<file path="src/core/pmt_pkg.sv">
// Constants, register map and helpers for the eight-bit period match timer
package pmt_pkg;

    // Register bus widths
    localparam int ADDR_W = 3;
    localparam int DATA_W = 8;

    // Register offsets
    localparam logic [2:0] OFS_COUNTER = 3'h0;
    localparam logic [2:0] OFS_LIMIT   = 3'h1;
    localparam logic [2:0] OFS_CONTROL = 3'h2;
    localparam logic [2:0] OFS_FLAGS   = 3'h3;
    localparam logic [2:0] OFS_CLEAR   = 3'h4;
    localparam logic [2:0] OFS_ENABLE  = 3'h5;

    // Control field positions
    localparam int CTL_PRE_LSB  = 0;
    localparam int CTL_PRE_MSB  = 1;
    localparam int CTL_RUN_BIT  = 2;
    localparam int CTL_POST_LSB = 3;
    localparam int CTL_POST_MSB = 6;
    localparam int CTL_IMPL_W   = 7;

    // Position of the period event flag in the request, clear and enable registers
    localparam int FLAG_BIT = 1;

    // Reset values
    localparam logic [7:0] COUNTER_RST = 8'h00;
    localparam logic [7:0] LIMIT_RST   = 8'hff;
    localparam logic [6:0] CONTROL_RST = 7'h00;

    // Instruction clock is the oscillator divided by this figure
    localparam int         INSTR_DIV  = 4;
    localparam logic [1:0] INSTR_LAST = 2'(INSTR_DIV - 1);

    // Last prescaler count for a given select code
    function automatic logic [3:0] pre_last(input logic [1:0] sel);
        logic [3:0] r;
        r = 4'hf;
        if (sel == 2'h0)
        begin
            r = 4'h0;
        end
        else if (sel == 2'h1)
        begin
            r = 4'h3;
        end
        return r;
    endfunction

endpackage

</file>
<file path="src/core/pmt_postscale.sv">
// Output postscaler of the period match timer: one event per ratio+1 matches
`timescale 1ns/1ps
`default_nettype none
module pmt_postscale (
    input  wire logic       i_clk,
    input  wire logic       i_rst,
    input  wire logic       i_clear,
    input  wire logic       i_match,
    input  wire logic [3:0] i_ratio,
    output logic            o_event
);

    typedef struct packed {
        logic [3:0] cnt;
    } pmt_post_state_t;

    pmt_post_state_t s_q;
    pmt_post_state_t s_d;
    logic            at_last;

    // Ratio is field plus one, so the field itself is the last count
    assign at_last = (s_q.cnt >= i_ratio);
    assign o_event = i_match && at_last && !i_clear;

    // Next count
    always_comb
    begin
        s_d = s_q;
        if (i_clear)
        begin
            s_d.cnt = 4'h0;
        end
        else if (i_match)
        begin
            s_d.cnt = at_last ? 4'h0 : s_q.cnt + 4'h1;
        end
    end

    // State register
    always_ff @(posedge i_clk)
    begin
        if (i_rst)
        begin
            s_q <= '0;
        end
        else
        begin
            s_q <= s_d;
        end
    end

endmodule
`default_nettype wire

</file>
<file path="src/core/pmt_prescale.sv">
// Input prescaler of the period match timer: divides instruction ticks by 1, 4 or 16
`timescale 1ns/1ps
`default_nettype none
module pmt_prescale (
    input  wire logic       i_clk,
    input  wire logic       i_rst,
    input  wire logic       i_clear,
    input  wire logic       i_tick,
    input  wire logic [1:0] i_select,
    output logic            o_pulse
);

    typedef struct packed {
        logic [3:0] cnt;
    } pmt_pre_state_t;

    pmt_pre_state_t s_q;
    pmt_pre_state_t s_d;
    logic           at_last;

    // Terminal count for the selected ratio
    assign at_last = (s_q.cnt >= pmt_pkg::pre_last(i_select));
    // A clear swallows any pulse of the same cycle
    assign o_pulse = i_tick && at_last && !i_clear;

    // Next count
    always_comb
    begin
        s_d = s_q;
        if (i_clear)
        begin
            s_d.cnt = 4'h0;
        end
        else if (i_tick)
        begin
            s_d.cnt = at_last ? 4'h0 : s_q.cnt + 4'h1;
        end
    end

    // State register
    always_ff @(posedge i_clk)
    begin
        if (i_rst)
        begin
            s_q <= '0;
        end
        else
        begin
            s_q <= s_d;
        end
    end

endmodule
`default_nettype wire

</file>
<file path="src/core/pmt_timer.sv">
// Top of the eight-bit period match timer with its register port and interrupt
`timescale 1ns/1ps
`default_nettype none
module pmt_timer (
    input  wire logic                       I_MCLK,
    input  wire logic                       I_SYS_RST,
    input  wire logic [pmt_pkg::ADDR_W-1:0] I_ADDR,
    input  wire logic [pmt_pkg::DATA_W-1:0] I_WDATA,
    input  wire logic                       I_WR,
    input  wire logic                       I_RD,
    output logic      [pmt_pkg::DATA_W-1:0] O_RDATA,
    output logic                            O_IRQ,
    output logic                            O_MATCH
);

    // Whole state of the timer top
    typedef struct packed {
        logic [1:0] quarter;
        logic [7:0] counter;
        logic [7:0] limit;
        logic [6:0] control;
        logic       flag;
        logic       flag_en;
        logic [7:0] rdata;
    } pmt_state_t;

    pmt_state_t s_q;
    pmt_state_t s_d;

    // Decoded accesses
    logic wr_counter;
    logic wr_limit;
    logic wr_control;
    logic wr_clear;
    logic wr_enable;

    // Control fields
    logic [1:0] input_divide_select;
    logic [3:0] output_divide_select;
    logic       run_bit;

    // Timing chain
    logic instr_tick;
    logic count_tick;
    logic stage_clear;
    logic is_match;
    logic wrap;
    logic post_event;

    // Read mux
    logic [7:0] read_value;

    // Register write decode
    always_comb
    begin
        wr_counter = I_WR && (I_ADDR == pmt_pkg::OFS_COUNTER);
        wr_limit   = I_WR && (I_ADDR == pmt_pkg::OFS_LIMIT);
        wr_control = I_WR && (I_ADDR == pmt_pkg::OFS_CONTROL);
        wr_clear   = I_WR && (I_ADDR == pmt_pkg::OFS_CLEAR);
        wr_enable  = I_WR && (I_ADDR == pmt_pkg::OFS_ENABLE);
    end

    // Fields of the control register
    assign input_divide_select  = s_q.control[pmt_pkg::CTL_PRE_MSB:pmt_pkg::CTL_PRE_LSB];
    assign output_divide_select = s_q.control[pmt_pkg::CTL_POST_MSB:pmt_pkg::CTL_POST_LSB];
    assign run_bit              = s_q.control[pmt_pkg::CTL_RUN_BIT];

    // Instruction clock tick, one oscillator cycle in four
    assign instr_tick = (s_q.quarter == pmt_pkg::INSTR_LAST);

    // Writes to counter or control restart both divider stages
    assign stage_clear = wr_counter || wr_control;

    // Continuous equality between counter and limit
    assign is_match = (s_q.counter == s_q.limit);
    assign O_MATCH  = is_match;

    // Increment on a match returns to zero and feeds the postscaler
    assign wrap = count_tick && is_match && !wr_counter;

    // Prescaler sits between the instruction tick and the counter
    pmt_prescale u_prescale (
        .i_clk    (I_MCLK),
        .i_rst    (I_SYS_RST),
        .i_clear  (stage_clear),
        .i_tick   (instr_tick && run_bit),
        .i_select (input_divide_select),
        .o_pulse  (count_tick)
    );

    // Postscaler counts wraps of the counter
    pmt_postscale u_postscale (
        .i_clk    (I_MCLK),
        .i_rst    (I_SYS_RST),
        .i_clear  (stage_clear),
        .i_match  (wrap),
        .i_ratio  (output_divide_select),
        .o_event  (post_event)
    );

    // Read multiplexer; write-only and unmapped offsets read zero
    always_comb
    begin
        read_value = 8'h00;
        unique case (I_ADDR)
            pmt_pkg::OFS_COUNTER:
            begin
                read_value = s_q.counter;
            end
            pmt_pkg::OFS_LIMIT:
            begin
                read_value = s_q.limit;
            end
            pmt_pkg::OFS_CONTROL:
            begin
                read_value = {1'b0, s_q.control};
            end
            pmt_pkg::OFS_FLAGS:
            begin
                read_value[pmt_pkg::FLAG_BIT] = s_q.flag;
            end
            pmt_pkg::OFS_ENABLE:
            begin
                read_value[pmt_pkg::FLAG_BIT] = s_q.flag_en;
            end
            default:
            begin
                read_value = 8'h00;
            end
        endcase
    end

    // Next state of the whole block
    always_comb
    begin
        s_d = s_q;

        // Free running quarter divider for the instruction clock
        s_d.quarter = s_q.quarter + 2'h1;

        // Counter: software write wins over an increment
        if (wr_counter)
        begin
            s_d.counter = I_WDATA;
        end
        else if (wrap)
        begin
            s_d.counter = 8'h00;
        end
        else if (count_tick)
        begin
            s_d.counter = s_q.counter + 8'h01;
        end

        // Period limit
        if (wr_limit)
        begin
            s_d.limit = I_WDATA;
        end

        // Control; the counter is left alone here
        if (wr_control)
        begin
            s_d.control = I_WDATA[pmt_pkg::CTL_IMPL_W-1:0];
        end

        // Interrupt enable
        if (wr_enable)
        begin
            s_d.flag_en = I_WDATA[pmt_pkg::FLAG_BIT];
        end

        // Sticky flag; a new event wins over a clear in the same cycle
        if (wr_clear && I_WDATA[pmt_pkg::FLAG_BIT])
        begin
            s_d.flag = 1'b0;
        end
        if (post_event)
        begin
            s_d.flag = 1'b1;
        end

        // Read data stand only in the cycle after the strobe
        s_d.rdata = I_RD ? read_value : 8'h00;
    end

    // State register with synchronous reset
    always_ff @(posedge I_MCLK)
    begin
        if (I_SYS_RST)
        begin
            s_q.quarter <= 2'h0;
            s_q.counter <= pmt_pkg::COUNTER_RST;
            s_q.limit   <= pmt_pkg::LIMIT_RST;
            s_q.control <= pmt_pkg::CONTROL_RST;
            s_q.flag    <= 1'b0;
            s_q.flag_en <= 1'b0;
            s_q.rdata   <= 8'h00;
        end
        else
        begin
            s_q <= s_d;
        end
    end

    // Outputs
    assign O_RDATA = s_q.rdata;
    assign O_IRQ   = s_q.flag && s_q.flag_en;

endmodule
`default_nettype wire

</file>
<file path="config.mk">
export PLATFORM = sky130hd
export DESIGN_NAME = pmt_timer
export DESIGN_NICKNAME = d
export VERILOG_FILES = /design/src/core/pmt_pkg.sv /design/src/core/pmt_postscale.sv /design/src/core/pmt_prescale.sv /design/src/core/pmt_timer.sv
export SDC_FILE = /design/constraint.sdc
export NUM_CORES = 1
export LEC_CHECK = 0
export BUFFER_PORTS_ARGS = -buffer_cell sky130_fd_sc_hd__buf_2
export CAP_MARGIN = 10
export CORE_AREA = 8 8 94 96
export CTS_BUF_LIST = sky130_fd_sc_hd__clkbuf_4
export DETAILED_ROUTE_END_ITERATION = 10
export DIE_AREA = 0 0 102 104
export GPL_TIMING_DRIVEN = 1
export MAX_ROUTING_LAYER = met4
export PLACE_DENSITY = 0.56
export SLEW_MARGIN = 20
export SYNTH_ARGS = -nofsm -noshare
export SYNTH_HDL_FRONTEND = slang
export SYNTH_HIERARCHICAL = 1
export SYNTH_SLANG_ARGS = --single-unit
</file>
<file path="constraint.sdc">
create_clock -name I_MCLK -period 3.7 [get_ports I_MCLK]
set_clock_uncertainty 0.05 [all_clocks]
set_input_delay 0.74 -clock I_MCLK [delete_from_list [all_inputs] [get_ports I_MCLK]]
set_output_delay 0.74 -clock I_MCLK [all_outputs]
set_load 0.02 [all_outputs]
</file>
======== Word level (Yosys, flattened, before mapping) ========
Index checks and enable logic that the tools add are counted.
storage, ports and cells
  word-level logic and storage cells ...... 59
  output and inout bits ................... 10
  input port bits ......................... 15
  bits in registers ....................... 43
operators by class
  multiplexer cells ....................... 12
  add/sub/neg operators ................... 4
  reduce and logical (&&, ||, !) cells .... 23
  bitwise logic cells ..................... 1
  magnitude comparators ................... 2
  equal/unequal tests ..................... 8
operators by type and width
  kind                 count
  $mux 8               3
  $pmux 6 s3           1
  $mux 4               4
  $logic_and 1x1->1    14
  $add 4x1->4 const B  2
  $add 8x1->8 const B  1
  $eq 8x8->1           1
  $ge 4x4->1           2
  $eq 3x2->1 const B   2
  $eq 3x3->1 const B   2
  $pmux 1 s5           1
  $reduce_or 2->1      2
  $eq 3x1->1 const B   1
  $logic_not 3->1      1
  $pmux 1 s3           1
  $reduce_bool 3->1    1
  $add 2x1->2 const B  1
  $eq 2x1->1 const B   1
  $eq 2x2->1 const B   1
  $logic_not 1->1      2
  $logic_not 2->1      1
  $mux 1               2
  $reduce_bool 2->1    1
  $logic_or 1x1->1     1
  $not 1->1            1

======== Logic depth before layout (Yosys ltp) ========
Gate-level depths: netlist of run 1.
  depth in word-level cells ............... 11
  mapped depth ............................ 14
  depth with buffers taken out ............ 12

======== Hierarchy ========
The synthesis of run 1 kept the hierarchy.
modules (own cells, without submodules)
  module         area an instance (um^2)  cells an instance  sequential area each (um^2)  instances
  pmt_timer      1820.5                   196                700.7                        1
  pmt_postscale  329.1                    36                 80.1                         1
  pmt_prescale   324.1                    37                 80.1                         1

======== Worst setup path before layout of run 1 ========
OpenSTA, ideal clock, no wires.
  kind .................................... register -> register
  start ................................... register s_q, in the netlist input_divide_select[1]
  end ..................................... register u_postscale/s_q[3] (netlist bit)
  setup time .............................. 0.079 ns
  stages on the path, launching flop included .. 14
  data arrival time ....................... 2.487 ns
  period minus slack after synthesis ...... 2.617 ns
  required time ........................... 3.571 ns
  buffers on the path ..................... 2
  slack ................................... 1.083 ns
  cells stage by stage .................... dfxtp_1 > or2_1 > ha_1 > nand2b_4 > a211oi_4 > o21bai_1 > and3b_1 > clkbuf_1 > nand2_1 > nor3_1 > clkbuf_1 > nand4_1 > xor2_1 > a211oi_2
on the way
  word-level cells in the longest chain between the ends .. 8
  elaborated cells between the ends (all ways) .. 9
  classes of those cells .................. 1 x order compare; 1 x eq/ne; 2 x mux; 5 x reduce/logical
ends and longest elaborated chain
  element                           line                 RTL
  from (decl)                       pmt_timer.sv:27      pmt_state_t s_q;
  $eq 2x1->1                        pmt_pkg.sv:44        else if (sel == 2'h1)
  $mux 4                            pmt_pkg.sv:44
  $mux 4 *                          pmt_pkg.sv:40        if (sel == 2'h0)
  $ge 4x4->1 *                      pmt_prescale.sv:22   assign at_last = (s_q.cnt >= pmt_pkg::pre_last(i_select));
  $logic_and 1x1->1 * (2 in a row)  pmt_prescale.sv:24   assign o_pulse = i_tick && at_last && !i_clear;
  via count_tick                    pmt_timer.sv:44      logic count_tick;
  $logic_and 1x1->1 * (2 in a row)  pmt_timer.sv:79      assign wrap = count_tick && is_match && !wr_counter;
  via wrap                          pmt_timer.sv:47      logic wrap;
  to (signal assigned)              pmt_postscale.sv:44  s_q <= '0;
  to (signal assigned)              pmt_postscale.sv:48  s_q <= s_d;
  to (decl)                         pmt_postscale.sv:17  pmt_post_state_t s_q;
Mark *: on every way through the listed nets, which the timed path passes. The rest lies on a longest branch.
A chain may end at the register's enable or synchronous reset.

======== Worst setup path in the final report of run 1 ========
  start ................................... register s_q, in the netlist input_divide_select[1]
  end ..................................... register s_q[9] (netlist bit)
on the way
  word-level cells in the longest chain between the ends .. 11
  elaborated cells between the ends (all ways) .. 13
  classes of those cells .................. 1 x order compare; 1 x eq/ne; 3 x mux; 8 x reduce/logical
ends and longest elaborated chain
  element                                      line                 RTL
  $eq 2x1->1                                   pmt_pkg.sv:44
  $mux 4                                       pmt_pkg.sv:44
  $mux 4 *                                     pmt_pkg.sv:40
  $ge 4x4->1 *                                 pmt_prescale.sv:22
  $logic_and 1x1->1 * (2 in a row)             pmt_prescale.sv:24
  via count_tick                               pmt_timer.sv:44
  $logic_and 1x1->1 * (2 in a row)             pmt_timer.sv:79
  via wrap                                     pmt_timer.sv:47
  $logic_and 1x1->1 * (2 in a row)             pmt_postscale.sv:23  assign o_event = i_match && at_last && !i_clear;
  via post_event                               pmt_timer.sv:48      logic post_event;
  $mux 1 or $reduce_bool 2->1 (tied branches)  -
Marks and branches as above.

==> reports/metrics.cfg, run 1 <==
[finish]
syn2layout_area_growth_pct=9.105
register_area_um2=860.8
stdcell_count=384
final_util_pct=36.24
layout-drive-gt1-share_pct=18.09
fillers=808
finalNetCount=308
multi_input_area_um2=1468
diodes=0

[floorplan]
fp.coreArea_um2=7447
die_area_um2=10610
die_w_um=102
num_rows=32
top_level_ports=25
die_h_um=104
initial_core_util_pct=33.22

[synth]
synthTopCellsByCount=dfxtp_1 (43), nor2_1 (33), a21oi_1 (17)
postSynthRegisterBits=43
synth.avg_cell_area_um2=9.196
synth_cell_types=52
synthTopCellsByArea=dfxtp_1 (35%), ha_1 (6.1%), mux2i_1 (6.1%)
synth_enable_flop_cells=0
async_flop_share_pct=0
yosysSeqAreaShare_pct=34.80
synth_top_area_cell=dfxtp_1
synthesis.instances=269
synthesis.area_um2=2474
synth_top_cell_area_share_pct=34.80
ys.flop_type=dfxtp_1
syn_nets=296
yosysMostFrequentCell=dfxtp_1
yosys_warnings=6

[timing]
fin_crit_sh_pct=74.08
worst_pin_slew_ns=0.7292
fmax_mhz=364.9
rsz0062_at_grt=false
slew_headroom_pct=51.29
tns_ns=0
slew_violations=0
layout_min_cycle_time_ns=2.741
finalHoldViolCount=0
setup_viol=0

[grt]
grt_pass1_wl_um=9356
grt_pass1_vias=1887
globalRouteTotalUtil_pct=11.17
overflow=0
antenna_found_initial=0
grt_max_degree=38

[drt]
wl_um=5491
drt.antenna.violating_nets=0
first_pass_iters=4
drc=0
viasPerCell=4.992
num_vias=1917
drt_iter0_drc=82
wl_per_cell_um=14.30

[worst_setup_path]
critPathCaptureType=register
timing.rr.start=input_divide_select[1]
worst-endpoint-arrival_ns=2.99
reg2reg_depth=12
rrSetupSlack_ns=0.96
rr_endpoint=s_q[9]
critPathRequiredTime_ns=3.95
critical_path_class=reg2reg
cp-start-kind=register
cp_max_fo=14

[power]
switching_share_pct=25.67
p_clk_share_pct=33.5
ir_worst_vdd_uv=213.7
combPwrFrac_pct=11.5
p_leak_uw=0.001037
powerDensity_nw_per_um2=332.4
seqPwrFrac_pct=55.0
p_int_uw=666.9
p_switching_uw=230.3
total_power_uw=897.2

[run_status]
status=finished, final reports clean

[clock_network]
clk_latency_ns=0.36
cts-root-buf=clkbuf_4
cts_setup_buffers=0
clk_pin_slew_ns=0.13
ctsHoldBuffers=0
clock_sinks=43
cts_tree=yes
clockBufferDepth=2
htree_levels=2
cts_buffers=5
post_cts_resized=0

[placed_design]
place_congestion=0.7992
placed_cells=376
hpwl_um=4093
io_buffer_count=24

[min_path]
min_from=s_q[33]
min_to=s_q[33]
hold_depth=1
hold_class=reg2reg

[job]
cap_violations=0

-- power groups by stage --
stage / registers [µW] / clock network, µW / logic [µW]
4_1_cts: 493 / 310 / 104
3_5_place_dp: 504 / 0 / 103
2_1_floorplan: 499 / 0 / 77.8
5_1_grt: 496 / 333 / 116
6_report: 494 / 300 / 103
3_3_place_gp: 503 / 0 / 102
-- layout by cell type (no fill, tap or decap), drive strengths merged, types with 2 or more instances in the layout --
cell	instances
and2	4
a2111oi	3
nand4	7
a21oi	17
mux2i	15
and3	2
o21ai	3
nand3b	4
nor3	3
clkinv	2
o2bb2ai	2
o211ai	2
nor2b	13
a211o	9
or2b	4
nand3	5
buf	26
dfxtp	43
nand2	8
clkbuf	5
ha	12
xor2	5
xnor2	9
nor3b	4
or2	4
nor2	36
nand2b	9
inv	7
o41ai	2
a211oi	4
-- layer usage --
metal | share of wire [%] | global-route usage, % | vias up
li1 | - | - | 959
met1 | 50 | 14.19 | 915
met2 | 45 | 17.14 | 38
met3 | 3.8 | 2.343 | 5
met4 | 1.3 | 3.463 | 0
met5 | 0 | - | -
-- worst max-delay path by stage --
stage | startpoint | end | slack (ns) | depth (start not counted)
floorplan | input_divide_select[1] | u_postscale/s_q[3] | 1.08 | 13
global route | input_divide_select[1] | s_q[9] | 0.58 | 12
detailed placement | input_divide_select[1] | u_postscale/s_q[3] | 0.98 | 12
finish | input_divide_select[1] | s_q[9] | 0.96 | 12
CTS | input_divide_select[1] | s_q[9] | 0.95 | 12
global placement | input_divide_select[1] | u_postscale/s_q[3] | 1.09 | 12
-- through the flow --
stage,area (µm²),setup WS (ns),hold WS [ns]
global route,2699,0.5811,0.4038
global placement,2618,1.092,0.3629
detailed placement,2618,0.9814,0.3685
floorplan,2474,1.083,0.3492
finish,2699,0.9592,0.3782
CTS,2699,0.9510,0.3866
-- cell type report --
| class | count | area share (%) |
|---|---|---|
| inverters | 7 | 0.9736 |
| flip-flops and latches | 43 | 31.90 |
| multi-input cells | 198 | 54.38 |
| well taps | 102 | 4.729 |
| clock inverters | 3 | 1.623 |
| repair buffers | 26 | 5.007 |
| clock buffers | 5 | 1.391 |
-- worst max-delay path: stages, from the launching register on --
cell and delay (ns):
dfxtp_1 0.35, or2_1 0.24, ha_1 0.27, nand2b_4 0.12
a211oi_4 0.06, o21bai_1 0.21, and3b_1 0.50, nand2_1 0.12
nor3_1 0.16, buf_4 0.18, nor4b_1 0.26, a21oi_1 0.07
nor2_1 0.08
-- state kept, by name, summed over array words and instances, names as in the netlist --
name                  flops
s_q                      20
O_RDATA                   8
output_divide_select      4
u_postscale/s_q           4
u_prescale/s_q            4
input_divide_select       2
run_bit                   1
-- cells by family after synthesis --
| logic type | count (synthesis) | share of synthesized area, % |
|---|---|---|
| flops | 43 | 34.80 |
| fa+ha+maj | 12 | 6.070 |
| mux | 16 | 6.980 |
| buf+inv | 28 | 5.868 |
| xor+xnor | 14 | 4.957 |
| compound gates | 48 | 15.93 |
| simple gates | 108 | 25.39 |
(Power assumes the default switching activity.)
==> run 2, diff against run 1 <==
Settings changed: PLACE_DENSITY 0.56 to 0.57.
Clock period 3.7 ns to 2.4 ns, I/O delays scaled along.
==> reports/metrics.cfg, run 2 (synthesis results as in run 1) <==
[floorplan]
initial_core_util_pct=33.22  ; unchanged
fp.coreArea_um2=7447  ; unchanged
top_level_ports=25  ; unchanged
num_rows=32  ; unchanged
die_w_um=102  ; unchanged
die_area_um2=10610  ; unchanged
die_h_um=104  ; unchanged

[clock_network]
clock_sinks=43  ; unchanged
cts_tree=yes  ; unchanged
cts_buffers=5  ; unchanged
ctsHoldBuffers=0  ; unchanged
htree_levels=2  ; unchanged
clockBufferDepth=2  ; unchanged
cts-root-buf=clkbuf_4  ; unchanged
clk_pin_slew_ns=0.13  ; about the same
clk_latency_ns=0.35  ; was 0.36 ns

[power]
powerDensity_nw_per_um2=456.3  ; was 332.4 nW/µm²
p_switching_uw=358.5  ; was 230.3 µW
switching_share_pct=27.88  ; was 25.67%
ir_worst_vdd_uv=154.0  ; was 213.7 µV
seqPwrFrac_pct=59.2  ; was 55.0%
p_clk_share_pct=27.7  ; was 33.5%
combPwrFrac_pct=13.1  ; was 11.5%
p_int_uw=927.3  ; was 666.9 µW
p_leak_uw=0.001096  ; was 0.001037 µW

[worst_setup_path]
critPathRequiredTime_ns=2.65  ; was 3.95 ns
critical_path_class=reg2reg  ; unchanged
cp-start-kind=register  ; unchanged
worst-endpoint-arrival_ns=2.61  ; was 2.99 ns
cp_max_fo=13  ; was 14
critPathCaptureType=register  ; unchanged

[grt]
grt_pass1_wl_um=9722  ; was 9356 µm
overflow=0  ; unchanged
antenna_found_initial=0  ; unchanged
grt_max_degree=20  ; was 38
grt_pass1_vias=1942  ; was 1887
globalRouteTotalUtil_pct=11.72  ; was 11.17%

[drt]
wl_um=5662  ; was 5491 µm
num_vias=1939  ; was 1917
drc=0  ; unchanged
drt.antenna.violating_nets=0  ; unchanged
first_pass_iters=4  ; unchanged
drt_iter0_drc=108  ; was 82
viasPerCell=4.884  ; was 4.992
wl_per_cell_um=14.26  ; was 14.30 µm

[timing]
finalHoldViolCount=0  ; unchanged
layout_min_cycle_time_ns=2.364  ; was 2.741 ns
worst_pin_slew_ns=0.5069  ; was 0.7292 ns
fin_crit_sh_pct=98.48  ; was 74.08%
rsz0062_at_grt=true  ; was false
slew_violations=0  ; unchanged
fmax_mhz=423.1  ; was 364.9 MHz
slew_headroom_pct=66.20  ; was 51.29%
fin_ws_ns=0.03650  ; was 0.9592 ns
setup_viol=0  ; unchanged

[job]
cap_violations=0  ; unchanged

[finish]
syn2layout_area_growth_pct=13.91  ; was 9.105%
stdcell_count=397  ; was 384
final_common_cell=dfxtp_1  ; unchanged
largest_reg_flops=20  ; unchanged
top_register=s_q  ; unchanged
diodes=0  ; unchanged
layout-drive-gt1-share_pct=24.75  ; was 18.09%
final_cell_mix=dfxtp_1 (42), nor2_1 (33), buf_2 (24), a21oi_1 (16), mux2i_1 (15)  ; was dfxtp_1 (43), nor2_1 (33), buf_2 (24), a21oi_1 (17), mux2i_1 (15)
fillers=781  ; was 808
finalNetCount=321  ; was 308

[placed_design]
post-place-ws_ns=0.005389  ; was 0.9814 ns
placed_cells=386  ; was 376
place_congestion=0.7650  ; was 0.7992
io_buffer_count=24  ; unchanged
hpwl_um=4237  ; was 4093 µm

[run_status]
status=finished, final reports clean  ; unchanged

[min_path]
hold_class=in2reg  ; was reg2reg

[run 2: changes by cell type in the layout (fill, tap and decap cells not counted), sizes merged]
cell,previous run,this run
buf,26,39
bufinv,1,0
clkinv,2,1
clkinvlp,0,2
[run 2: critical path, stage by stage, from the launching register on]
cell and delay (ns):
dfxtp_2 0.34, or2_1 0.23, ha_1 0.27, nand2b_4 0.15, a211oi_4 0.23, o21bai_1 0.12
and3b_2 0.24, buf_12 0.15, or2b_1 0.23, a211oi_2 0.17, or2_1 0.13
[run 2: final timing paths]
check,from,depth (start not counted),slack (ns),end
min reg2reg,s_q[33],1,0.38,s_q[33]
max reg2reg,input_divide_select[1],10,0.04,s_q[27]
min,I_WDATA[7],2,0.29,s_q[24]
max,input_divide_select[1],10,0.04,s_q[27]
[run 2: cell type report]
class,instances,area [µm²],area share [%]
sequential,43,862.1,30.60
clock buffer,5,37.54,1.332
multi-input combinational,198,1499,53.20
inverter,7,26.28,0.9325
tap,102,127.6,4.529
timing repair buffer,39,245.2,8.703
clock inverter,3,20.02,0.7105
[run 2: power by group through the flow]
stage,logic [µW],registers [µW],clock network [µW]
2_1_floorplan,120,769,0
3_3_place_gp,163,776,0
3_5_place_dp,166,777,0
4_1_cts,166,761,379
5_1_grt,188,765,421
6_report,168,761,356
[run 2: timing repair]
item,4_1_cts,5_1_grt
pin swaps,1,7
gates resized for setup,1,9
setup endpoints to repair,2,11
buffers inserted,1,2
cloned,0,0
[run 2: layer usage]
metal  routed length [µm]  global-route usage (%)  vias up
met2                 2594                   16.86       39
met3                  235                   2.610        2
met4                   50                   3.463        0
met1                 2782                   15.82      913
li1                     -                       -      985
met5                    0                       -        -
[run 2: stage by stage]
stage	power (µW)	area, µm²	util [%]	TNS (ns)	hold WS [ns]
after floorplan	889.0	2487	-	0	0.3492
after global placement	938.8	2705	36.32	0	0.3572
after detailed placement	942.4	2705	36.32	0	0.3625
after CTS	1306	2771	37.21	0	0.2788
after global routing	1374	2818	37.84	-0.5356	0.2622
final	1286	2818	37.84	0	0.2931
==> run 3, diff against run 2 <==
Settings changed: PLACE_DENSITY 0.57 to 0.6.
==> reports/metrics.cfg, run 3 (synthesis results as in run 1) <==
[drt]
wl_um=5622  ; was 5662 µm
drt.antenna.violating_nets=0  ; unchanged
num_vias=1981  ; was 1939
wl_per_cell_um=14.13  ; was 14.26 µm
drc=0  ; unchanged
drt_iter0_drc=83  ; was 108
first_pass_iters=4  ; unchanged
viasPerCell=4.977  ; was 4.884

[placed_design]
hpwl_um=4177  ; was 4237 µm
place_congestion=0.8092  ; was 0.7650
placed_cells=388  ; was 386
post-place-ws_ns=0.05719  ; was 0.005389 ns
io_buffer_count=24  ; unchanged

[power]
ir_worst_vdd_uv=178.8  ; was 154.0 µV
powerDensity_nw_per_um2=467.5  ; was 456.3 nW/µm²
p_int_uw=935.6  ; was 927.3 µW
p_clk_share_pct=29.0  ; was 27.7%
switching_share_pct=28.75  ; was 27.88%
p_switching_uw=377.6  ; was 358.5 µW
p_leak_uw=0.001093  ; was 0.001096 µW
seqPwrFrac_pct=58.0  ; was 59.2%
total_power_uw=1313  ; was 1286 µW
combPwrFrac_pct=13.0  ; was 13.1%

[grt]
grt_pass1_vias=1910  ; was 1942
grt_pass1_wl_um=9252  ; was 9722 µm
grt_max_degree=24  ; was 20
antenna_found_initial=1  ; was 0
overflow=0  ; unchanged
globalRouteTotalUtil_pct=11.20  ; was 11.72%

[timing]
fin_crit_sh_pct=97.13  ; was 98.48%
fin_hold_ws_ns=0.2923  ; was 0.2931 ns
finalHoldViolCount=0  ; unchanged
setup_viol=0  ; unchanged
fin_ws_ns=0.06889  ; was 0.03650 ns
tns_ns=0  ; unchanged
slew_headroom_pct=67.91  ; was 66.20%
layout_min_cycle_time_ns=2.331  ; was 2.364 ns
fmax_mhz=429.0  ; was 423.1 MHz
slew_violations=0  ; unchanged
worst_pin_slew_ns=0.4814  ; was 0.5069 ns
rsz0062_at_grt=true  ; unchanged

[clock_network]
clock_sinks=43  ; unchanged
ctsHoldBuffers=0  ; unchanged
htree_levels=2  ; unchanged
clk_latency_ns=0.36  ; was 0.35 ns
cts_tree=yes  ; unchanged
cts-root-buf=clkbuf_4  ; unchanged
clockBufferDepth=2  ; unchanged
clk_pin_slew_ns=0.14  ; was 0.13 ns
cts_buffers=5  ; unchanged

[worst_setup_path]
crit_path_top_delay_cell=dfxtp_2  ; unchanged
critical_path_class=reg2reg  ; unchanged
slowest_delay_ns=0.34  ; about the same
path_buf_inv=1  ; unchanged
critPathCaptureType=register  ; unchanged
cp_top_family=simple AND/OR/NAND/NOR gates  ; unchanged
cp_max_fo=9  ; was 13
critPathRequiredTime_ns=2.61  ; was 2.65 ns
worst-endpoint-arrival_ns=2.54  ; was 2.61 ns
cp-start-kind=register  ; unchanged
worstPathCellList=or2_1, ha_1, nand2b_4, a211oi_4, o21bai_1, and3b_2, nand2_1, nor3_2, buf_4, nor4b_2, a21oi_1, nor2_1  ; was or2_1, ha_1, nand2b_4, a211oi_4, o21bai_1, and3b_2, buf_12, or2b_1, a211oi_2, or2_1

[floorplan]
top_level_ports=25  ; unchanged
fp.coreArea_um2=7447  ; unchanged
die_w_um=102  ; unchanged
die_area_um2=10610  ; unchanged
num_rows=32  ; unchanged
die_h_um=104  ; unchanged
initial_core_util_pct=33.22  ; unchanged

[finish]
layout-drive-gt1-share_pct=23.73  ; was 24.75%
final_common_cell=dfxtp_1  ; unchanged
fillers=776  ; was 781
top_register=s_q  ; unchanged
final_cell_mix=dfxtp_1 (42), nor2_1 (33), buf_2 (24), a21oi_1 (17), mux2i_1 (15)  ; was dfxtp_1 (42), nor2_1 (33), buf_2 (24), a21oi_1 (16), mux2i_1 (15)
finalNetCount=321  ; unchanged
syn2layout_area_growth_pct=13.56  ; was 13.91%
stdcell_count=398  ; was 397
largest_reg_flops=20  ; unchanged

[job]
cap_violations=0  ; unchanged

[run_status]
status=finished, final reports clean  ; unchanged

[min_path]
hold_class=in2reg  ; unchanged

==> run 3: worst register-to-register path, delay by kind of cell, from the launching register on <==
family | cells | cell delay [ns]
and+or+nand+nor | 7 | 0.94
AOI/OAI and AO/OA | 3 | 0.47
DFF | 1 | 0.34
adders and majority gates | 1 | 0.27
buffers and inverters | 1 | 0.16
==> run 3: what timing repair did <==
item,4_1_cts,5_1_grt
buffers inserted,0,1
endpoints found under the hold margin,0,0
gates resized for setup,0,9
setup endpoints to repair,0,11
==> run 3: cell type report <==
| cell class | instances | area, µm² | area share, % |
|---|---|---|---|
| antenna | 1 | 2.502 | 0.08909 |
| clock buffer | 5 | 37.54 | 1.336 |
| clock inverter | 3 | 23.77 | 0.8463 |
| inverter | 7 | 26.28 | 0.9354 |
| multi-input combinational | 198 | 1493 | 53.14 |
| sequential | 43 | 862.1 | 30.69 |
| tap | 102 | 127.6 | 4.543 |
| timing repair buffer | 39 | 236.5 | 8.419 |
==> run 3: stage by stage <==
step                util (%)  area (µm²)
floorplan                  -        2487
global placement       36.36        2708
detailed placement     36.36        2708
CTS                    37.18        2769
global route           37.72        2809
finish                 37.72        2809
==> run 3: final timing paths <==
kind,end,from,slack [ns],cells after the start
setup / recovery,s_q[9],input_divide_select[1],0.07,12
hold / removal,s_q[24],I_WDATA[7],0.29,2
setup reg to reg,s_q[9],input_divide_select[1],0.07,12
hold reg to reg,s_q[33],s_q[33],0.38,1
==> run 3: layer usage <==
| layer | up-vias | track usage [%] | share of wire (%) |
|---|---|---|---|
| met5 | - | - | 0 |
| met4 | 0 | 4.827 | 1.8 |
| met3 | 6 | 2.477 | 4.6 |
| met2 | 41 | 16.91 | 45 |
| met1 | 946 | 13.89 | 49 |
| li1 | 988 | - | - |
==> run 3: power groups by stage <==
stage          Sequential (µW)  Combinational [µW]  Clock (µW)
6_report                   761                 171         381
5_1_grt                    766                 189         432
4_1_cts                    761                 167         400
3_5_place_dp               776                 166           0
3_3_place_gp               776                 164           0
2_1_floorplan              769                 120           0
